### config.mk
export PLATFORM = sky130hd
export DESIGN_NAME = cpu_clock_source_control
export DESIGN_NICKNAME = d
export VERILOG_FILES = /design/src/clk_ctrl_pkg.sv /design/src/stab_if.sv /design/src/cpu_clock_source_control.sv /design/src/stab_counter.sv
export SDC_FILE = /design/constraint.sdc
export NUM_CORES = 1
export LEC_CHECK = 0
export BUFFER_PORTS_ARGS = -buffer_cell sky130_fd_sc_hd__clkbuf_2
export CORE_MARGIN = 2
export CORE_UTILIZATION = 40
export DETAILED_ROUTE_END_ITERATION = 8
export SLEW_MARGIN = 0
export SYNTH_ARGS = -nofsm -noshare
export SYNTH_HDL_FRONTEND = slang
export SYNTH_SLANG_ARGS = --single-unit
### constraint.sdc
create_clock -name core_clk -period 2.93 [get_ports core_clk]
set_input_delay 0.879 -clock core_clk [delete_from_list [all_inputs] [get_ports core_clk]]
set_output_delay 0.879 -clock core_clk [all_outputs]
set_load 0.1 [all_outputs]
### src/clk_ctrl_pkg.sv
// Constants for the CPU clock source controller
`default_nettype none
package clk_ctrl_pkg;
  // Register reset values
  localparam logic [7:0] OSC_MODE_RESET = 8'h00;
  localparam logic [7:0] MAIN_OSC_RESET = 8'h80;
  localparam logic [7:0] MAIN_CLK_RESET = 8'h00;
  localparam logic [7:0] CPU_CTRL_RESET = 8'h00;
  localparam logic [7:0] INT_OSC_RESET = 8'h00;
  localparam logic [7:0] STAB_SEL_RESET = 8'h05;
  // Field positions
  localparam int EXT_CLK_BIT = 7;
  localparam int OSC_MODE_BIT = 6;
  localparam int MAIN_STOP_BIT = 7;
  localparam int HS_SRC_BIT = 2;
  localparam int MAIN_MODE_BIT = 0;
  localparam int CPU_SUB_BIT = 4;
  localparam int INT_STOP_BIT = 0;
  localparam int STAB_SEL_W = 3;
  // Register selects on the write port
  localparam logic [2:0] SEL_OSC_MODE = 3'h0;
  localparam logic [2:0] SEL_CPU_CTRL = 3'h1;
  localparam logic [2:0] SEL_INT_OSC = 3'h2;
  localparam logic [2:0] SEL_MAIN_OSC = 3'h3;
  localparam logic [2:0] SEL_MAIN_CLK = 3'h4;
  localparam logic [2:0] SEL_STAB_SEL = 3'h5;
  // Stabilization wait, in core_clk cycles, per select code
  // Wide enough for the base wait shifted by the largest select code
  localparam int STAB_CNT_W = 19;
  localparam logic [STAB_CNT_W-1:0] STAB_BASE_CYCLES = 19'h00800;
  typedef enum logic [1:0] {SRC_INTERNAL, SRC_HIGHSPEED, SRC_SUBSYSTEM} cpu_src_e;
  typedef enum logic [1:0] {PM_RUN, PM_HALT, PM_STOP, PM_WAKE} power_mode_e;
endpackage : clk_ctrl_pkg
`default_nettype wire

### src/stab_if.sv
// Handshake between the controller and its stabilization counter
`default_nettype none
interface stab_if;
  import clk_ctrl_pkg::*;
  logic start;
  logic [STAB_SEL_W-1:0] sel;
  logic done;
  logic [7:0] status;
  modport ctrl (output start, output sel, input done, input status);
  modport counter (input start, input sel, output done, output status);
endinterface : stab_if
`default_nettype wire

### src/cpu_clock_source_control.sv
// CPU clock source selection, oscillator stop and standby control
`default_nettype none
// Overview of operation
// - Mode select register takes bit or byte writes; reset clears it to zero.
// - Source flags: 00 internal, 01 high-speed, 1x subsystem.
// - Writing one to internal stop bit halts the internal oscillator.
// - STOP instruction enters STOP standby and halts internal oscillator.
// - High-speed source select changes only once after each reset release.
// - HALT instruction enters HALT standby from any of three sources.
// - Subsystem crystal pins default to input port mode after reset.
// - External clock and oscillator mode selects at bits 7 and 6.
// - Main oscillator stop control at bit 7 of its register.
// - High-speed select bit 2, main mode bit 0; CPU subsystem bit 4.
module cpu_clock_source_control
  import clk_ctrl_pkg::*;
(
  // Clock and reset
  input wire logic core_clk,
  input wire logic rst_b,
  // Register write port
  input wire logic wr_en,
  input wire logic wr_bit,
  input wire logic [2:0] wr_sel,
  input wire logic [2:0] wr_bit_pos,
  input wire logic [7:0] wr_data,
  // Instruction strobes from the CPU core
  input wire logic halt_exec,
  input wire logic stop_exec,
  input wire logic wake_req,
  // Oscillator pins seen as levels
  input wire logic sub_crystal_in_pin,
  input wire logic sub_crystal_out_pin,
  // Register contents
  output logic [7:0] osc_mode_select_reg,
  output logic [7:0] cpu_clock_ctrl_reg,
  output logic [7:0] internal_osc_mode_reg,
  output logic [7:0] main_osc_ctrl_reg,
  output logic [7:0] main_clock_mode_reg,
  output logic [STAB_SEL_W-1:0] stabilization_time_select,
  output logic [7:0] stabilization_counter_status,
  // Status
  output logic cpu_on_subsystem_flag,
  output logic cpu_on_highspeed_flag,
  output logic [1:0] cpu_src,
  output logic internal_osc_run,
  output logic main_osc_run,
  output logic halt_mode,
  output logic stop_mode,
  // Subsystem pins as input port
  output logic sub_port_in_mode,
  output logic [1:0] sub_port_data
);
  stab_if st ();
  stab_counter u_stab (
    .core_clk(core_clk),
    .rst_b(rst_b),
    .st(st)
  );

  logic [7:0] osc_r, osc_nxt, pcc_r, pcc_nxt, rcm_r, rcm_nxt;
  logic [7:0] moc_r, moc_nxt, mcm_r, mcm_nxt;
  logic [STAB_SEL_W-1:0] stabilization_time_select_r, stabilization_time_select_nxt;
  logic highspeed_source_select_locked_r, highspeed_source_select_locked_nxt;
  logic cls_r, cls_nxt, mcs_r, mcs_nxt;
  logic start_r, start_nxt;
  power_mode_e pm_r, pm_nxt;
  logic [1:0] pin_meta_r, pin_sync_r;

  // Bit writes touch one position only, byte writes the whole register
  function automatic logic [7:0] merge(input logic [7:0] old);
    logic [7:0] res;
    res = old;
    if (wr_bit)
      res[wr_bit_pos] = wr_data[wr_bit_pos];
    else
      res = wr_data;
    return res;
  endfunction

  always_comb
  begin
    osc_nxt = osc_r;
    pcc_nxt = pcc_r;
    rcm_nxt = rcm_r;
    moc_nxt = moc_r;
    mcm_nxt = mcm_r;
    stabilization_time_select_nxt = stabilization_time_select_r;
    highspeed_source_select_locked_nxt = highspeed_source_select_locked_r;
    start_nxt = 1'b0;
    if (wr_en && pm_r == PM_RUN)
    begin
      unique case (wr_sel)
        SEL_OSC_MODE: osc_nxt = merge(osc_r);
        SEL_CPU_CTRL: pcc_nxt = merge(pcc_r);
        SEL_INT_OSC: rcm_nxt = merge(rcm_r);
        SEL_MAIN_OSC:
        begin
          moc_nxt = merge(moc_r);
          // Restart the wait when the main oscillator is released
          start_nxt = moc_r[MAIN_STOP_BIT] & ~moc_nxt[MAIN_STOP_BIT];
        end
        SEL_MAIN_CLK:
        begin
          mcm_nxt = merge(mcm_r);
          // One change allowed per reset; later writes keep the bit
          if (highspeed_source_select_locked_r)
            mcm_nxt[HS_SRC_BIT] = mcm_r[HS_SRC_BIT];
          else if (mcm_nxt[HS_SRC_BIT] != mcm_r[HS_SRC_BIT])
            highspeed_source_select_locked_nxt = 1'b1;
        end
        SEL_STAB_SEL: stabilization_time_select_nxt = STAB_SEL_W'(merge({5'h00, stabilization_time_select_r}));
        default: ;
      endcase
    end
  end

  // Source flags follow the selects; switch to main once done is set, or at once on an external clock
  always_comb
  begin
    cls_nxt = pcc_r[CPU_SUB_BIT];
    mcs_nxt = mcs_r;
    if (!mcm_r[MAIN_MODE_BIT] || moc_r[MAIN_STOP_BIT])
      mcs_nxt = 1'b0;
    else if (osc_r[EXT_CLK_BIT] || st.done)
      mcs_nxt = 1'b1;
  end

  // Standby sequencing
  always_comb
  begin
    pm_nxt = pm_r;
    unique case (pm_r)
      PM_RUN:
        if (stop_exec)
          pm_nxt = PM_STOP;
        else if (halt_exec)
          pm_nxt = PM_HALT;
      PM_HALT:
        if (wake_req)
          pm_nxt = PM_RUN;
      PM_STOP:
        if (wake_req)
          pm_nxt = (mcs_r && !osc_r[EXT_CLK_BIT]) ? PM_WAKE : PM_RUN;
      PM_WAKE:
        // Done is stale in the cycle the restart is issued
        if (st.done && !start_r)
          pm_nxt = PM_RUN;
    endcase
  end

  always_ff @(posedge core_clk or negedge rst_b)
  begin
    if (!rst_b)
    begin
      osc_r <= OSC_MODE_RESET;
      pcc_r <= CPU_CTRL_RESET;
      rcm_r <= INT_OSC_RESET;
      moc_r <= MAIN_OSC_RESET;
      mcm_r <= MAIN_CLK_RESET;
      stabilization_time_select_r <= STAB_SEL_RESET[STAB_SEL_W-1:0];
      highspeed_source_select_locked_r <= 1'b0;
      cls_r <= 1'b0;
      mcs_r <= 1'b0;
      start_r <= 1'b0;
      pm_r <= PM_RUN;
      pin_meta_r <= 2'b00;
      pin_sync_r <= 2'b00;
    end
    else
    begin
      osc_r <= osc_nxt;
      pcc_r <= pcc_nxt;
      rcm_r <= rcm_nxt;
      moc_r <= moc_nxt;
      mcm_r <= mcm_nxt;
      stabilization_time_select_r <= stabilization_time_select_nxt;
      highspeed_source_select_locked_r <= highspeed_source_select_locked_nxt;
      cls_r <= cls_nxt;
      mcs_r <= mcs_nxt;
      // Wake from STOP on crystal also restarts the wait
      start_r <= start_nxt | (pm_r == PM_STOP && pm_nxt == PM_WAKE);
      pm_r <= pm_nxt;
      pin_meta_r <= {sub_crystal_out_pin, sub_crystal_in_pin};
      pin_sync_r <= pin_meta_r;
    end
  end

  assign st.start = start_r;
  assign st.sel = stabilization_time_select_r;

  assign osc_mode_select_reg = osc_r;
  assign cpu_clock_ctrl_reg = pcc_r;
  assign internal_osc_mode_reg = rcm_r;
  assign main_osc_ctrl_reg = moc_r;
  assign main_clock_mode_reg = mcm_r;
  assign stabilization_time_select = stabilization_time_select_r;
  assign stabilization_counter_status = st.status;
  assign cpu_on_subsystem_flag = cls_r;
  assign cpu_on_highspeed_flag = mcs_r;
  always_comb
  begin
    if (cls_r)
      cpu_src = SRC_SUBSYSTEM;
    else if (mcs_r)
      cpu_src = SRC_HIGHSPEED;
    else
      cpu_src = SRC_INTERNAL;
  end
  // Either the stop bit or STOP standby kills the internal oscillator
  assign internal_osc_run = !rcm_r[INT_STOP_BIT] && pm_r != PM_STOP;
  assign main_osc_run = !moc_r[MAIN_STOP_BIT] && pm_r != PM_STOP;
  assign halt_mode = pm_r == PM_HALT;
  assign stop_mode = pm_r == PM_STOP || pm_r == PM_WAKE;
  // Pins stay an input port until the subsystem crystal mode is chosen
  assign sub_port_in_mode = !osc_r[OSC_MODE_BIT];
  assign sub_port_data = pin_sync_r;
endmodule : cpu_clock_source_control
`default_nettype wire

### src/stab_counter.sv
// Oscillation stabilization wait counter
`default_nettype none
module stab_counter
  import clk_ctrl_pkg::*;
(
  // Clock and reset
  input wire logic core_clk,
  input wire logic rst_b,
  // Controller side
  stab_if.counter st
);
  logic [STAB_CNT_W-1:0] cnt_r, cnt_nxt;
  logic [STAB_CNT_W-1:0] target;
  logic [7:0] status_r, status_nxt;
  logic done_r, done_nxt;

  always_comb
  begin
    // Wait doubles with each select step
    target = STAB_CNT_W'(STAB_BASE_CYCLES << st.sel);
    cnt_nxt = cnt_r;
    done_nxt = done_r;
    status_nxt = status_r;
    if (st.start)
    begin
      cnt_nxt = '0;
      done_nxt = 1'b0;
      status_nxt = 8'h00;
    end
    else if (!done_r)
    begin
      cnt_nxt = cnt_r + 1'b1;
      status_nxt = 8'(cnt_r >> (STAB_CNT_W - 8));
      if (cnt_r >= target)
      begin
        done_nxt = 1'b1;
        status_nxt = 8'hff;
      end
    end
  end

  always_ff @(posedge core_clk or negedge rst_b)
  begin
    if (!rst_b)
    begin
      cnt_r <= '0;
      done_r <= 1'b0;
      status_r <= 8'h00;
    end
    else
    begin
      cnt_r <= cnt_nxt;
      done_r <= done_nxt;
      status_r <= status_nxt;
    end
  end

  assign st.done = done_r;
  assign st.status = status_r;
endmodule : stab_counter
`default_nettype wire

Word level (Yosys, flattened, before mapping) --
Cells that the tools add are included.
Operators by class: add/sub/neg operators 1, $mul 0, div/mod/pow operators 0, $lt $le $gt $ge 3, eq/ne operators 12, shift operators 1, muxes and demuxes 43, bitwise gates (word level) 4, reductions and logical operators 26
Operator list (count):
- $mux W8 | 12
- $bwmux W8 | 6
- $mux W19 | 2
- $add A19 B1 Y19 const B | 1
- $ge A19 B19 Y1 | 1
- $shl A12 B3 Y19 const A | 1
- $mux W2 | 7
- $mux W1 | 12
- $reduce_and A2 Y1 | 6
- $pmux W2 S4 | 1
- $logic_and A1 B1 Y1 | 7
- $eq A2 B2 Y1 const B | 3
- $eq A3 B2 Y1 const B | 2
- $eq A3 B3 Y1 const B | 2
- $logic_not A1 Y1 | 6
- $lt A3 B4 Y1 const B | 1
- $ne A2 B2 Y1 const B | 2
- $bmux W1 S3 | 1
- $demux W1 S3 | 1
- $eq A3 B1 Y1 const B | 1
- $ge A3 B1 Y1 const B | 1
- $logic_not A3 Y1 | 1
- $logic_or A1 B1 Y1 | 3
- $mux W3 | 1
- 8 further kinds | 9
Word-level totals: register bits 81, latch bits 0, memory bits (writable) 0, ROM bits 0, input bits 23, output and inout port bits 62, logic and storage cells 107, memories 0

Depth between registers and ports, before layout --
depth in word-level cells 13, gate-level depth with buffers 8, depth with buffers taken out 7

Modules after synthesis --
A second synthesis with hierarchy kept.
Second synthesis, totals: cells, all modules 395, area total of the unflattened synthesis 4077.7 um2
By module, submodules not included:
- cpu_clock_source_control | times used 1, cells an instance 226, area an instance 2464.9 um2, seq. area each 1330.0 um2
- stab_counter | times used 1, cells an instance 169, area an instance 1612.8 um2, seq. area each 700.7 um2

Worst setup path after synthesis --
Ideal clock, no wire load.
path kind register to output, start point register mcs_r (netlist: cpu_on_highspeed_flag), end point output cpu_src[0], arrival time 2.378 ns, data required time 2.051 ns, slack -0.327 ns, cell stages (with the launch flop) 2, path buffers 0, cell sequence dfrtp_1 > nor2b_1
Between the ends: cells in the longest elaborated chain, start to end 2
Ends and longest elaborated chain:
- from (decl) | line cpu_clock_source_control.sv:64 | logic cls_r, cls_nxt, mcs_r, mcs_nxt;
- from (signal assigned) | line cpu_clock_source_control.sv:179 | mcs_r <= mcs_nxt;
- $mux W1 | line cpu_clock_source_control.sv:204 | else if (mcs_r)
- $mux W2 | line cpu_clock_source_control.sv:202 | if (cls_r)
- to (decl) | line cpu_clock_source_control.sv:44 | output logic [1:0] cpu_src,
No other way between the ends.

Worst setup path after layout --
start point register pm_r[1], end point output main_osc_run
Between the ends: cells in the longest elaborated chain, start to end 2
Ends and longest elaborated chain:
- from (decl) | line cpu_clock_source_control.sv:66 | power_mode_e pm_r, pm_nxt;
- from (signal assigned) | line cpu_clock_source_control.sv:182 | pm_r <= pm_nxt;
- $ne A2 B2 Y1 | line cpu_clock_source_control.sv:211 | assign main_osc_run = !moc_r[MAIN_STOP_BIT] && pm_r != PM_STOP;
- $logic_and A1 B1 Y1 | line cpu_clock_source_control.sv:211
- to (decl) | line cpu_clock_source_control.sv:46 | output logic main_osc_run,
No other way between the ends.

==> run metrics <==
Worst-path clk slew around 0.080 ns; post-CTS resize count 0; number of remaining DRC errors 0; Core Util, Final 0.4962; Hold/Removal Path Class flop to flop; share of the cycle needed by the critical path after routing 0.9107; setup repair after global routing missed its margin no; sequence of cells on the critical path nor2b_1 -> nor2_1 -> clkbuf_2; wire per inst 16.49 um; Inserted Diodes 0; row count 36; net count reported at finish 521; post-synthesis instance area roughly 4100 um2; ys async rst share 1.000; maximum clock rate roughly 0.37 GHz; Top-Level Pins 85; number of gates on the worst path with buffers counted 3; Mean Syn Cell Area 10.09 um2; gate count after technology mapping 403; Slew Limit Fails 0; Yosys warnings 0; starting density of the core 0.4142; top flip-flop cell by instance count after synthesis sky130_fd_sc_hd__dfrtp_1; Inserted Clock Buffers 9; CP startpoint kind flop; Pre-Repair DR Iteration Count 4; number of vias in the routed layout between 3000 and 4000; kind of cell adding the most delay to the critical path simple AND/OR/NAND/NOR gates; Root Buffer Master sky130_fd_sc_hd__clkbuf_8; critical path data required time roughly 2.1 ns; top-area cell type share of the netlist area 0.4799; register containing the most flip-flops in the final layout u_stab.cnt_r; Max-Cap Viols 0; Worst-Skew Late Latency roughly 0.36 ns; CP Data Arrival Time around 1.8 ns; result of the run completed; cell types with the largest area share after synthesis sky130_fd_sc_hd__dfrtp_1, sky130_fd_sc_hd__o21ai_0, sky130_fd_sc_hd__mux2_2; TritonCTS clock tree built; synthesis-to-layout area growth 19.78%; Clock Path Buffers 2; die area 10990 um2; via count of the first global-routing pass 3336; height of the chip 104.8 um; Post-DRT Antenna Nets 0; minimum period implied by the final worst setup slack around 2.7 ns; number of setup buffers added after CTS 0; sequential share of the synthesized area 0.4992; flops & latches, synth 81; RePlAce Congestion 0.9074; number of unique standard cell types used by synthesis 53; final global-route overflow total 0; commonest non-fill, non-tap cell in the layout sky130_fd_sc_hd__clkbuf_2; first-pass GRT wire length around 17000 um; Hold Violations, Final 0; IO Port Bufs 84; horizontal die dimension between 100 and 150 um; library cell contributing the largest single delay on the critical path sky130_fd_sc_hd__dfrtp_1; largest net degree at the start of global routing 82; core region area 9819 um2; Rel. slew slack 0.5674; path type of the worst setup path flop to output port; Yosys top cell by area sky130_fd_sc_hd__dfrtp_1; Total GRT Usage 0.1981; commonest cells after routing, fill and taps aside sky130_fd_sc_hd__clkbuf_2, sky130_fd_sc_hd__dfrtp_1, sky130_fd_sc_hd__o21ai_0, sky130_fd_sc_hd__nor2_1, sky130_fd_sc_hd__inv_1; buffers and inverters on the worst path 1; setup TNS 0 ns; transition time at the pin with the least slew margin roughly 0.65 ns; layout cell share with drive strength beyond 1 0.2880; Post-synth EDFFs 0; DPL Wire Length 7296 um; hold buffer count at cts 0; depth of the worst register-to-register path 7; total wire length around 10000 um; Largest stage delay, worst path 0.50 ns; antenna violations before repair 0; flip-flop count of the largest register, all copies and words added 19; Setup Viol. Count Final 0; syn nets between 400 and 500; Vias per Instance 5.446; total number of H-tree levels 3; crit path max fanout 9; crit end category output port; Clock Skew approximately 0.018 ns; Iter 0 DRT Violations ~190; Sink Count between 80 and 90; Hold Crit Depth 0
==> per-stage QoR <==
| stage | instance area (um2) | cells | hold slack [ns] | setup slack, ns |
|---|---|---|---|---|
| floorplan | 4073 | 403 | 0.3312 | 0.1396 |
| global placement | 4667 | 610 | 0.3342 | 0.1778 |
| detailed placement | 4667 | 610 | 0.3363 | 0.1369 |
| CTS | 4872 | 626 | 0.3572 | 0.2334 |
| global route | 4872 | 626 | 0.3635 | 0.1727 |
| finish | 4872 | 626 | 0.3558 | 0.2617 |
==> Yosys cell counts (all sizes together), types with 2 or more instances <==
cell and n:
ha 10, or3 14, nor3 11, a31oi 6
mux2i 7, and3 2, and4 4, or2 4
nand2b 8, o41ai 2, nand3 11, clkbuf 16
buf 8, a21oi 16, xnor2 2, a221oi 9
o21a 2, nand3b 4, nor2 33, o211ai 5
a311oi 6, o21ai 55, or3b 3, nand4 9
dfstp 3, and2 3, nand2 15, o31ai 2
mux2 16, dfrtp 78, nor2b 4, xor2 6
inv 19
==> logic make-up (layout without fill, tap and decap cells) <==
logic type,Yosys count,count (layout),share of synthesized area
fa+ha+maj,10,10,0.03076
flops,81,81,0.4992
simple gates,130,130,0.1793
compound gates,107,107,0.1603
mux,24,24,0.06798
buf+inv,43,133,0.04522
xor+xnor,8,8,0.01723
==> layout make-up <==
class                           instances  area, um2
Fill cell                             967       4947
Sequential cell                        81       2031
Multi-Input combinational cell        279       1858
Timing Repair Buffer                   98      540.5
Tap cell                              133      166.4
Clock buffer                           12      135.1
Inverter                               19      71.32
Clock inverter                          4      70.07
==> layer usage <==
metal	wire length [um]	track usage	vias to the layer above
met3	577	0.05240	11
met1	5096	0.2896	1663
met5	0	0	-
li1	-	-	1637
met2	4493	0.2857	98
met4	155	0.06286	0
==> worst paths after layout <==
kind	start	to	slack, ns
max	pm_r[1]	main_osc_run	0.26
min in group asynchronous	rst_b	u_stab.st.status[0]	0.55
max reg2reg	stabilization_time_select[0]	u_stab.st.status[0]	0.69
min	pin_meta_r[0]	sub_port_data[0]	0.36
min reg2reg	pin_meta_r[0]	sub_port_data[0]	0.36
max in group asynchronous	rst_b	main_osc_ctrl_reg[7]	2.02
Power is not shown: default switching activity piles up to over one toggle a cycle in this logic, so the estimate is an artifact.
